===== config.mk =====
export PLATFORM = sky130hd
export DESIGN_NAME = tba_arbiter
export DESIGN_NICKNAME = d
export VERILOG_FILES = /design/src/core/tba_pkg.sv /design/src/core/tba_arb_if.sv /design/src/core/tba_prio_core.sv /design/src/core/tba_arbiter.sv
export SDC_FILE = /design/constraint.sdc
export NUM_CORES = 1
export LEC_CHECK = 0
export ABC_AREA = 1
export BUFFER_PORTS_ARGS = -buffer_cell sky130_fd_sc_hd__clkbuf_2
export CAP_MARGIN = 10
export CORE_MARGIN = 5
export CORE_UTILIZATION = 44
export CTS_CLUSTER_SIZE = 40
export DETAILED_ROUTE_END_ITERATION = 10
export PLACE_DENSITY_LB_ADDON = 0.08
export SYNTH_ARGS = -nofsm -noshare
export SYNTH_HDL_FRONTEND = slang
export SYNTH_SLANG_ARGS = --single-unit

===== constraint.sdc =====
create_clock -name clock -period 1.3 [get_ports clock]
set_input_delay 0 -clock clock [delete_from_list [all_inputs] [get_ports clock]]
set_output_delay 0 -clock clock [all_outputs]
set_load 0.05 [all_outputs]

===== src/core/tba_pkg.sv =====
// shared constants and types of the target bus access arbiter
package tba_pkg;

	// ====================================================================
	// bus masters and targets
	localparam int          NMST     = 3;
	localparam int          NTGT     = 4;
	localparam int          TGT_W    = 2;
	localparam int          ADDR_W   = 23;
	localparam int          M_CPU    = 0;
	localparam int          M_DBG    = 1;
	localparam int          M_IOC    = 2;
	localparam logic [TGT_W-1:0] TGT_EXT = 2'h3;

	// ====================================================================
	// port replacement register window, global address
	localparam logic [ADDR_W-1:0] PRR_LO = 23'h000000;
	localparam logic [ADDR_W-1:0] PRR_HI = 23'h00003F;

	// ====================================================================
	// reset values
	localparam logic [NMST-1:0] GNT_RST = 3'h0;

	typedef logic [ADDR_W-1:0] tba_addr_t;
	typedef logic [TGT_W-1:0]  tba_tgt_t;

	// true when addr lies within [lo, hi]
	function automatic logic tba_in_range(input tba_addr_t addr, input tba_addr_t lo, input tba_addr_t hi);
		tba_in_range = (addr >= lo) && (addr <= hi);
	endfunction : tba_in_range

endpackage : tba_pkg


===== src/core/tba_arb_if.sv =====
// request and grant vectors between the arbiter top and its priority core
`timescale 1ns/1ps
interface tba_arb_if;
	import tba_pkg::*;

	logic [NMST-1:0][NTGT-1:0] req;
	logic                      prr_stall;
	logic [NMST-1:0][NTGT-1:0] gnt;

	modport ctl (output req, output prr_stall, input gnt);
	modport arb (input req, input prr_stall, output gnt);
endinterface : tba_arb_if


===== src/core/tba_prio_core.sv =====
// fixed-priority grant logic, one slice per target bus
`timescale 1ns/1ps
module tba_prio_core
	import tba_pkg::*;
(
	// request and grant vectors
	tba_arb_if.arb bus
);

	// ====================================================================
	// per-target priority: cpu, then debug master, then coprocessor
	genvar t;
	generate
		for (t = 0; t < NTGT; t++) begin : g_tgt
			wire cpu_r = bus.req[M_CPU][t];
			wire dbg_r = bus.req[M_DBG][t];
			wire ioc_r = bus.req[M_IOC][t];
			// port replacement access stalls cpu and debug master everywhere
			assign bus.gnt[M_CPU][t] = cpu_r & ~bus.prr_stall;
			assign bus.gnt[M_DBG][t] = dbg_r & ~cpu_r & ~bus.prr_stall;
			// coprocessor loses to cpu and debug unless it is the prr access
			assign bus.gnt[M_IOC][t] = ioc_r & (bus.prr_stall | (~cpu_r & ~dbg_r));
		end
	endgenerate

endmodule : tba_prio_core


===== src/core/tba_arbiter.sv =====
// target bus access arbiter for cpu, debug master and i/o coprocessor
`timescale 1ns/1ps
// What this block does
// - at most one master connected to any target bus per cycle.
// - cpu wins over the i/o coprocessor on the same target.
// - debug master wins over the i/o coprocessor on the same target.
// - coprocessor port replacement access always granted; cpu and debug stalled meanwhile.
// - in emulation mode every internal access is mirrored on the external bus.
// - external bus reserved while a port replacement access runs.
// - cpu write into protected coprocessor ram raises access violation interrupt.
module tba_arbiter
	import tba_pkg::*;
(
	// clock and reset
	input  wire  logic                          clock,
	input  wire  logic                          resetn,
	// master requests, index 0 cpu, 1 debug master, 2 i/o coprocessor
	input  wire  logic [NMST-1:0]               m_req,
	input  wire  logic [NMST-1:0][TGT_W-1:0]    m_tgt,
	input  wire  logic [NMST-1:0][ADDR_W-1:0]   m_addr,
	input  wire  logic [NMST-1:0]               m_we,
	// grants, one cycle per access
	output logic       [NMST-1:0]               m_gnt_q,
	output logic       [NMST-1:0][TGT_W-1:0]    m_gnt_tgt_q,
	// mode and protected region
	input  wire  logic                          emul_mode,
	input  wire  logic [ADDR_W-1:0]             prot_lo,
	input  wire  logic [ADDR_W-1:0]             prot_hi,
	// external bus visibility
	output logic       [NMST-1:0]               ext_vis_valid_q,
	output logic       [NMST-1:0][ADDR_W-1:0]   ext_vis_addr_q,
	output logic       [NMST-1:0]               ext_vis_we_q,
	output logic                                ext_reserved_q,
	// interrupt toward the cpu
	output logic                                cpu_viol_irq_q
);

	// ====================================================================
	// request decode
	tba_arb_if arb_bus ();

	logic [NMST-1:0] live_req;
	logic            ioc_in_prr;
	logic            ioc_prr_req;
	logic            ioc_prr_held;
	logic            prr_stall;
	logic [NMST-1:0] gnt_d;
	logic            viol_d;

	// a master is not re-granted in the cycle its grant stands
	assign live_req    = m_req & ~m_gnt_q;
	// coprocessor address lies in the port replacement window
	assign ioc_in_prr   = tba_in_range(m_addr[M_IOC], PRR_LO, PRR_HI);
	assign ioc_prr_req  = live_req[M_IOC] & ioc_in_prr;
	// the granted prr access keeps the stall through its grant cycle
	assign ioc_prr_held = m_gnt_q[M_IOC] & ioc_in_prr;
	// stall covers the request cycle and the grant cycle of the prr access
	assign prr_stall    = ioc_prr_req | ioc_prr_held;

	// request vectors for the priority core, one bit per master and target
	// a master asks for target t when its live request points there
	genvar m, t;
	generate
		for (m = 0; m < NMST; m++) begin : g_mst
			for (t = 0; t < NTGT; t++) begin : g_t
				assign arb_bus.req[m][t] = live_req[m] & (m_tgt[m] == TGT_W'(t));
			end
			// a master is granted when any target slice grants it
			assign gnt_d[m] = |arb_bus.gnt[m];
		end
	endgenerate

	// the stall reaches every target slice of the core
	assign arb_bus.prr_stall = prr_stall;

	// cpu before debug master is a fixed house order, resolved per target
	tba_prio_core u_core (
		.bus (arb_bus.arb)
	);

	// cpu write landing in the coprocessor's protected ram
	// the access is still granted; only the pulse marks it
	assign viol_d = gnt_d[M_CPU] & m_we[M_CPU] & tba_in_range(m_addr[M_CPU], prot_lo, prot_hi);

	// ====================================================================
	// grant registers
	// the target is copied every cycle; it only matters with the grant
	always_ff @(posedge clock or negedge resetn) begin
		if (!resetn) begin
			m_gnt_q     <= GNT_RST;
			m_gnt_tgt_q <= '0;
		end else begin
			m_gnt_q     <= gnt_d;
			m_gnt_tgt_q <= m_tgt;
		end
	end

	// external bus mirror and reservation
	// address and direction follow every cycle; valid marks the access
	always_ff @(posedge clock or negedge resetn) begin
		if (!resetn) begin
			ext_vis_valid_q <= '0;
			ext_vis_addr_q  <= '0;
			ext_vis_we_q    <= '0;
			ext_reserved_q  <= 1'b0;
		end else begin
			ext_vis_valid_q <= emul_mode ? gnt_d : '0;
			ext_vis_addr_q  <= m_addr;
			ext_vis_we_q    <= m_we;
			ext_reserved_q  <= prr_stall;
		end
	end

	// access violation pulse
	// a pulse, not a flag: any sticky state lives on the cpu side
	always_ff @(posedge clock or negedge resetn) begin
		if (!resetn) begin
			cpu_viol_irq_q <= 1'b0;
		end else begin
			cpu_viol_irq_q <= viol_d;
		end
	end

	// ====================================================================
	// assertions
	// a grant that lands on the external bus
	logic [NMST-1:0] gnt_ext;
	generate
		for (m = 0; m < NMST; m++) begin : g_ext
			assign gnt_ext[m] = m_gnt_q[m] & (m_gnt_tgt_q[m] == TGT_EXT);
		end
	endgenerate

	// one grant at most on each target bus
	generate
		for (t = 0; t < NTGT; t++) begin : g_chk_tgt
			logic [NMST-1:0] on_tgt;
			for (m = 0; m < NMST; m++) begin : g_on
				assign on_tgt[m] = m_gnt_q[m] & (m_gnt_tgt_q[m] == TGT_W'(t));
			end

		end
	endgenerate

	// grant shape and mirror channel of every master
	generate
		for (m = 0; m < NMST; m++) begin : g_chk_mst

		end
	endgenerate
endmodule : tba_arbiter


# Word-level counts from Yosys, hierarchy flattened
# Index checks and enable logic that the tools add are counted.
# word_totals
ff_bits	86
inputBits	130
out_inout_bits	86
word_cells	85
# classes
order_cmp	4
n_eq_ne	9
n_mux	1
bitwise	52
n_reduce_logical	8
# ops
op	n
1-bit AND	36
23-bit by 1-bit >= comparator with 1-bit output, second input constant	1
23-bit >= comparator	1
23-bit <= comparator	1
23-bit by 6-bit <= comparator with 1-bit output, second input constant	1
2-bit == test, second input constant	6
4-bit OR reduction	3
1-bit inverter	9
2-bit by 1-bit == test with 1-bit output, second input constant	3
2-bit logical NOT	3
1-bit OR	5
3-bit AND	1
3-bit 2-to-1 mux	1
3-bit inverter	1
1-bit logical AND	2

# Longest topological paths before layout
# logic_depth
ltp_word	9
ltp_mapped	13
depth_no_buf	13

# Modules after synthesis
# From an unflattened synthesis, not the netlist that was laid out.
# hier_totals
hier_cells	401
area_unflattened_um2	3901.2
# modules_own_cells
module	n_inst	cells_each	area_each_um2	seq_area_each_um2
tba_arbiter	1	372	3726.1	2152.1
tba_prio_core	1	29	175.2	0.0

# Least setup slack after synthesis
# OpenSTA, ideal clock, no wires.
# synth_path
path_kind	reg-to-reg
startpoint	register m_gnt_q[1]
endpoint	register m_gnt_q[2]
setup_ps	115
arrival_time_ps	1247
required_time_ps	1185
setup_slack_ps	-61
stages_incl_launch_ff	9
n_path_buf	0
synth_period_minus_slack_ps	1361
cell_sequence	dfrtp_1 -> nor2_4 -> nand3_1 -> nand3_1 -> nand3_1 -> nand2_1 -> nand2_1 -> nand2_2 -> inv_1
# synth_via
elab_chain_len	8
elab_cells_between_ends	23
classes_between	22 x bitwise; 1 x reduce/logical
# synth_rtl
item	line	source
start, declared	tba_arbiter.sv:23	output logic [NMST-1:0] m_gnt_q,
start signal, assigned	tba_arbiter.sv:93	m_gnt_q <= gnt_d;
3-bit inverter (*)	tba_arbiter.sv:51	assign live_req = m_req & ~m_gnt_q;
3-bit AND (*)	tba_arbiter.sv:51	
1-bit AND	tba_arbiter.sv:66	assign arb_bus.req[m][t] = live_req[m] & (m_tgt[m] == TGT_W'(t));
1-bit inverter	tba_prio_core.sv:22	assign bus.gnt[M_IOC][t] = ioc_r & (bus.prr_stall | (~cpu_r & ~dbg_r));
1-bit AND	tba_prio_core.sv:22	
1-bit OR	tba_prio_core.sv:22	
1-bit AND	tba_prio_core.sv:22	
4-bit OR reduction (*)	tba_arbiter.sv:69	assign gnt_d[m] = |arb_bus.gnt[m];
net gnt_d[2]	tba_arbiter.sv:47	logic [NMST-1:0] gnt_d;
# The timed path passes the listed nets; every way through them passes the cells marked *.

# Final worst setup path
# layout_path
startpoint	register m_gnt_q[0]
endpoint	register m_gnt_q[1]
# layout_via
elab_chain_len	7
elab_cells_between_ends	19
classes_between	18 x bitwise; 1 x reduce/logical
# layout_rtl
item	line	source
3-bit inverter (*)	tba_arbiter.sv:51	
3-bit AND (*)	tba_arbiter.sv:51	
1-bit AND	tba_arbiter.sv:66	
1-bit inverter	tba_prio_core.sv:20	assign bus.gnt[M_DBG][t] = dbg_r & ~cpu_r & ~bus.prr_stall;
1-bit AND (2 in a row)	tba_prio_core.sv:20	
4-bit OR reduction (*)	tba_arbiter.sv:69	
net gnt_d[1]	tba_arbiter.sv:47	
# Marked as above.

==> parameters.txt <==
Parameter                              Value

Detailed routing
  Number of vias in the routed layout ... 3627
  Final wirelength ... 11.9 mm
  Number of antenna-violating nets in the routed design ... 0
  Routed length per placed instance ... 15.1 µm
  First-pass iteration count of the detailed router ... 5
  Via/cell ratio ... 4.61
  DRC violations left ... 0
  First DRT Iteration DRCs ... between 70 and 80

Timing
  Number of setup violations in the final report ... 0
  Slew margin rel. ... 0.697
  Final min period ... 1.28 ns
  Max Freq ... 779 MHz
  Final WS setup ... 0.0156 ns
  Unrepaired setup endpoints after global routing ... true
  Worst-case clock skew ... 0.00772 ns
  Worst-case hold slack ... -0.0143 ns
  Max-slew violation count ... 0
  Number of failing hold endpoints at the final stage ... 1
  Setup tns final ... 0 ns
  Final worst-path cycle share ... 0.988
  Pin slew with the least headroom to its limit ... 0.455 ns

Global routing
  First-pass GRT wire length ... 18.0 mm
  Overflow after GRT ... 0
  Pin count of the biggest net entering global routing ... just under 90
  Via count of the first global-routing pass ... 3788
  Total Routing Usage GR ... 0.225
  Initial antenna violation count ... 0

Die
  Die ar. ... roughly 10000 µm²
  Die Y ... 102 µm
  X dimension of the die ... 102 µm
  Top Ports ... 216
  Row count ... 33
  Core Area ... 8260 µm²
  Initial Utilization ... 0.455

Cells and area
  Fillcell total ... 622
  Fin util ... 0.740
  Nets ... 853
  Area grow syn2layout ... 62.6%
  Fraction of final layout cells with drive strength greater than 1 ... 0.381
  N_diodes ... 0

Pwr
  PD cells ... 1090 nW/µm²
  Leak ... 3.50 nW
  Final total power ... 6.70 mW
  Worst vdd ir ... 0.730 mV

Critical path
  Flop2flop setup slack ... 0.02 ns
  Chain of cells forming the critical path ... nor2_4 > nand3_2 > nand4_1 > nand3_1 > nor2_2 > nor2_1
  Crit path launch ... m_gnt_q[0]
  Number of cell instances on the worst register-to-register path ... 6
  Critical R2R Capture ... m_gnt_q[1]
  Reg-to-reg startpoint ... m_gnt_q[0]
  Peak fanout along the critical path ... 7
  Start-to-end type of the worst setup path ... flop to flop
  CP startpoint kind ... flop
  Last element of the critical path ... m_gnt_q[1]
  Combined buffer and inverter count along the critical path ... 0
  Instance count on the critical path ... 6
  Endpoint kind of the worst setup timing path ... flop
  CP max-delay cell ... sky130_fd_sc_hd__dfrtp_2
  Slowest Stage Delay on Critical Path ... 0.43 ns
  Category of cells accounting for the largest share of critical-path delay ... simple AND/OR/NAND/NOR gates
  Data arrival time of the critical path ... ~1.5 ns
  Critical Path RT ... 1.54 ns

Clock network
  TritonCTS clock tree ... built
  Root cell of the clock tree ... sky130_fd_sc_hd__clkbuf_8
  CTS clk-pin slew, worst paths ... 0.09 ns
  Insertion delay of the later-clocked pin in the worst-skew pair ... 0.34 ns
  Number of buffers inserted during clock tree synthesis ... 9
  Buffers from clock root to sink, at most ... 2
  CTS sink cnt ... 86
  Total number of H-tree levels ... 3

Placed design
  Routability Congestion ... between 0.8 and 0.9
  Worst slack at placement ... 0.0849 ns
  Dpl hpwl ... 8.41 mm
  Buffers added on ports ... 215

Logic synthesis
  Ys Warns ... 0
  Leading post-synthesis cells by cell area ... sky130_fd_sc_hd__dfrtp_1, sky130_fd_sc_hd__ha_1, sky130_fd_sc_hd__inv_1
  Syn avg cell area ... 10.2 µm²
  Number of distinct library cells after synthesis ... 23
  Cell with the most instances after synthesis ... sky130_fd_sc_hd__dfrtp_1
  Yosys top cell area share ... 0.572
  Async SR Flop Fraction ... 1.00
  Number of synthesized register bits ... 86
  Cells after synthesis ... approximately 370
  Top_reg_cell synth ... sky130_fd_sc_hd__dfrtp_1
  Most area-hungry cell type in the Yosys netlist ... sky130_fd_sc_hd__dfrtp_1
  Register area share after synthesis ... 0.572
  Number of flops mapped to enable cells by yosys ... 0
  Total nets after synthesis ... 545
  Synth cell count leaders ... sky130_fd_sc_hd__dfrtp_1, sky130_fd_sc_hd__inv_1, sky130_fd_sc_hd__nand2_1
  Post-Syn Area ... between 3000 and 4000 µm²

Flow run
  Number of maximum-capacitance violations ... 0

Status
  Violated checks ... hold timing
  Result of the run ... finished, violations left

Worst hold path
  Hold/Removal Path Class ... input pin to flop
==> how the worst min path moves through the flow <==
stage	from	end	slack (ns)	cells after the start
after global routing	m_addr[19]	ext_vis_addr_q[19]	0.0006	1
after floorplan	resetn	cpu_viol_irq_q	-0.30	0
after CTS	m_req[0]	m_gnt_q[0]	0.02	5
after detailed placement	resetn	ext_vis_addr_q[52]	0.07	2
after global placement	resetn	ext_vis_addr_q[52]	0.07	2
final	m_addr[19]	ext_vis_addr_q[19]	-0.01	1
==> state kept, by name, summed over array words and instances, names as in the netlist <==
register and flops:
ext_vis_addr_q 69, ext_vis_valid_q 3, m_gnt_q 3, ext_vis_we_q 3, ext_reserved_q 1, cpu_viol_irq_q 1, m_gnt_tgt_q 6
==> worst reg2reg max path, stage by stage, from the launching register on <==
cell and delay, ns:
sky130_fd_sc_hd__dfrtp_2 0.43, sky130_fd_sc_hd__nor2_4 0.19, sky130_fd_sc_hd__nand3_2 0.14, sky130_fd_sc_hd__nand4_1 0.12, sky130_fd_sc_hd__nand3_1 0.11, sky130_fd_sc_hd__nor2_2 0.13
sky130_fd_sc_hd__nor2_1 0.06
==> logic make-up after synthesis <==
kind of cell,share of synthesized area
simple gates,0.160
flops,0.572
buf+inv,0.0769
fa+ha+maj,0.153
compound gates,0.0376
==> layout make-up <==
type                       instances  area, µm²  area share
clock buffer                      10        138      0.0225
clock inverter                     6       97.6      0.0160
inverter                          77        289      0.0473
multi-input combinational        206       1380       0.225
sequential                        86       2160       0.353
tap                              105        131      0.0215
timing repair buffer             297       1920       0.315
==> metrics by stage <==
| stage | instances | hold WS (ns) | instance area, µm² |
|---|---|---|---|
| after floorplan | 369 | -0.296 | 3760 |
| after global placement | 690 | 0.0695 | 4990 |
| after detailed placement | 690 | 0.0744 | 4990 |
| after CTS | 787 | 0.0177 | 6040 |
| after global routing | 787 | 0.000624 | 6110 |
| final | 787 | -0.0143 | 6110 |
==> layer usage <==
layer  vias to the layer above  GRT usage  wire length [µm]
met5                         -          0                 0
met4                         0     0.0817               309
met3                        26     0.0553               980
met2                       153      0.428              6320
met1                      1674      0.238              4300
li1                       1774          -                 -
==> power by group <==
part | internal (mW) | switching, mW | total [mW] | leakage [nW]
Clock | 1.17 | 1.03 | 2.20 | 0.120
Combinational | 0.587 | 1.04 | 1.63 | 2.36
Sequential | 2.81 | 0.0506 | 2.86 | 1.01
==> repair_timing <==
| action | CTS | global route |
|---|---|---|
| buffers inserted | 0 | 2 |
| gates resized for setup | 0 | 14 |
| endpoints found under the setup margin | 0 | 5 |
| hold endpoints to repair | 168 | 1 |
| hold buffers | 81 | 1 |
==> cells in the final DEF, fill, tap and decap left out, types with 3 or more instances in the layout <==
cell,netlist,layout
sky130_fd_sc_hd__a21o_1,5,5
sky130_fd_sc_hd__a21oi_1,14,14
sky130_fd_sc_hd__buf_4,0,3
sky130_fd_sc_hd__clkbuf_2,0,211
sky130_fd_sc_hd__clkbuf_8,0,10
sky130_fd_sc_hd__dfrtp_1,86,83
sky130_fd_sc_hd__dfrtp_2,0,3
sky130_fd_sc_hd__dlygate4sd3_1,0,80
sky130_fd_sc_hd__ha_1,46,45
sky130_fd_sc_hd__inv_1,72,72
sky130_fd_sc_hd__inv_2,4,4
sky130_fd_sc_hd__inv_6,0,3
sky130_fd_sc_hd__nand2_1,65,65
sky130_fd_sc_hd__nand3_1,21,13
sky130_fd_sc_hd__nand3_2,1,9
sky130_fd_sc_hd__nand4_1,5,5
sky130_fd_sc_hd__nor2_1,32,29
sky130_fd_sc_hd__nor2_2,4,7
sky130_fd_sc_hd__o21ai_0,3,3
Note: power is estimated with default switching activity, not from simulation.
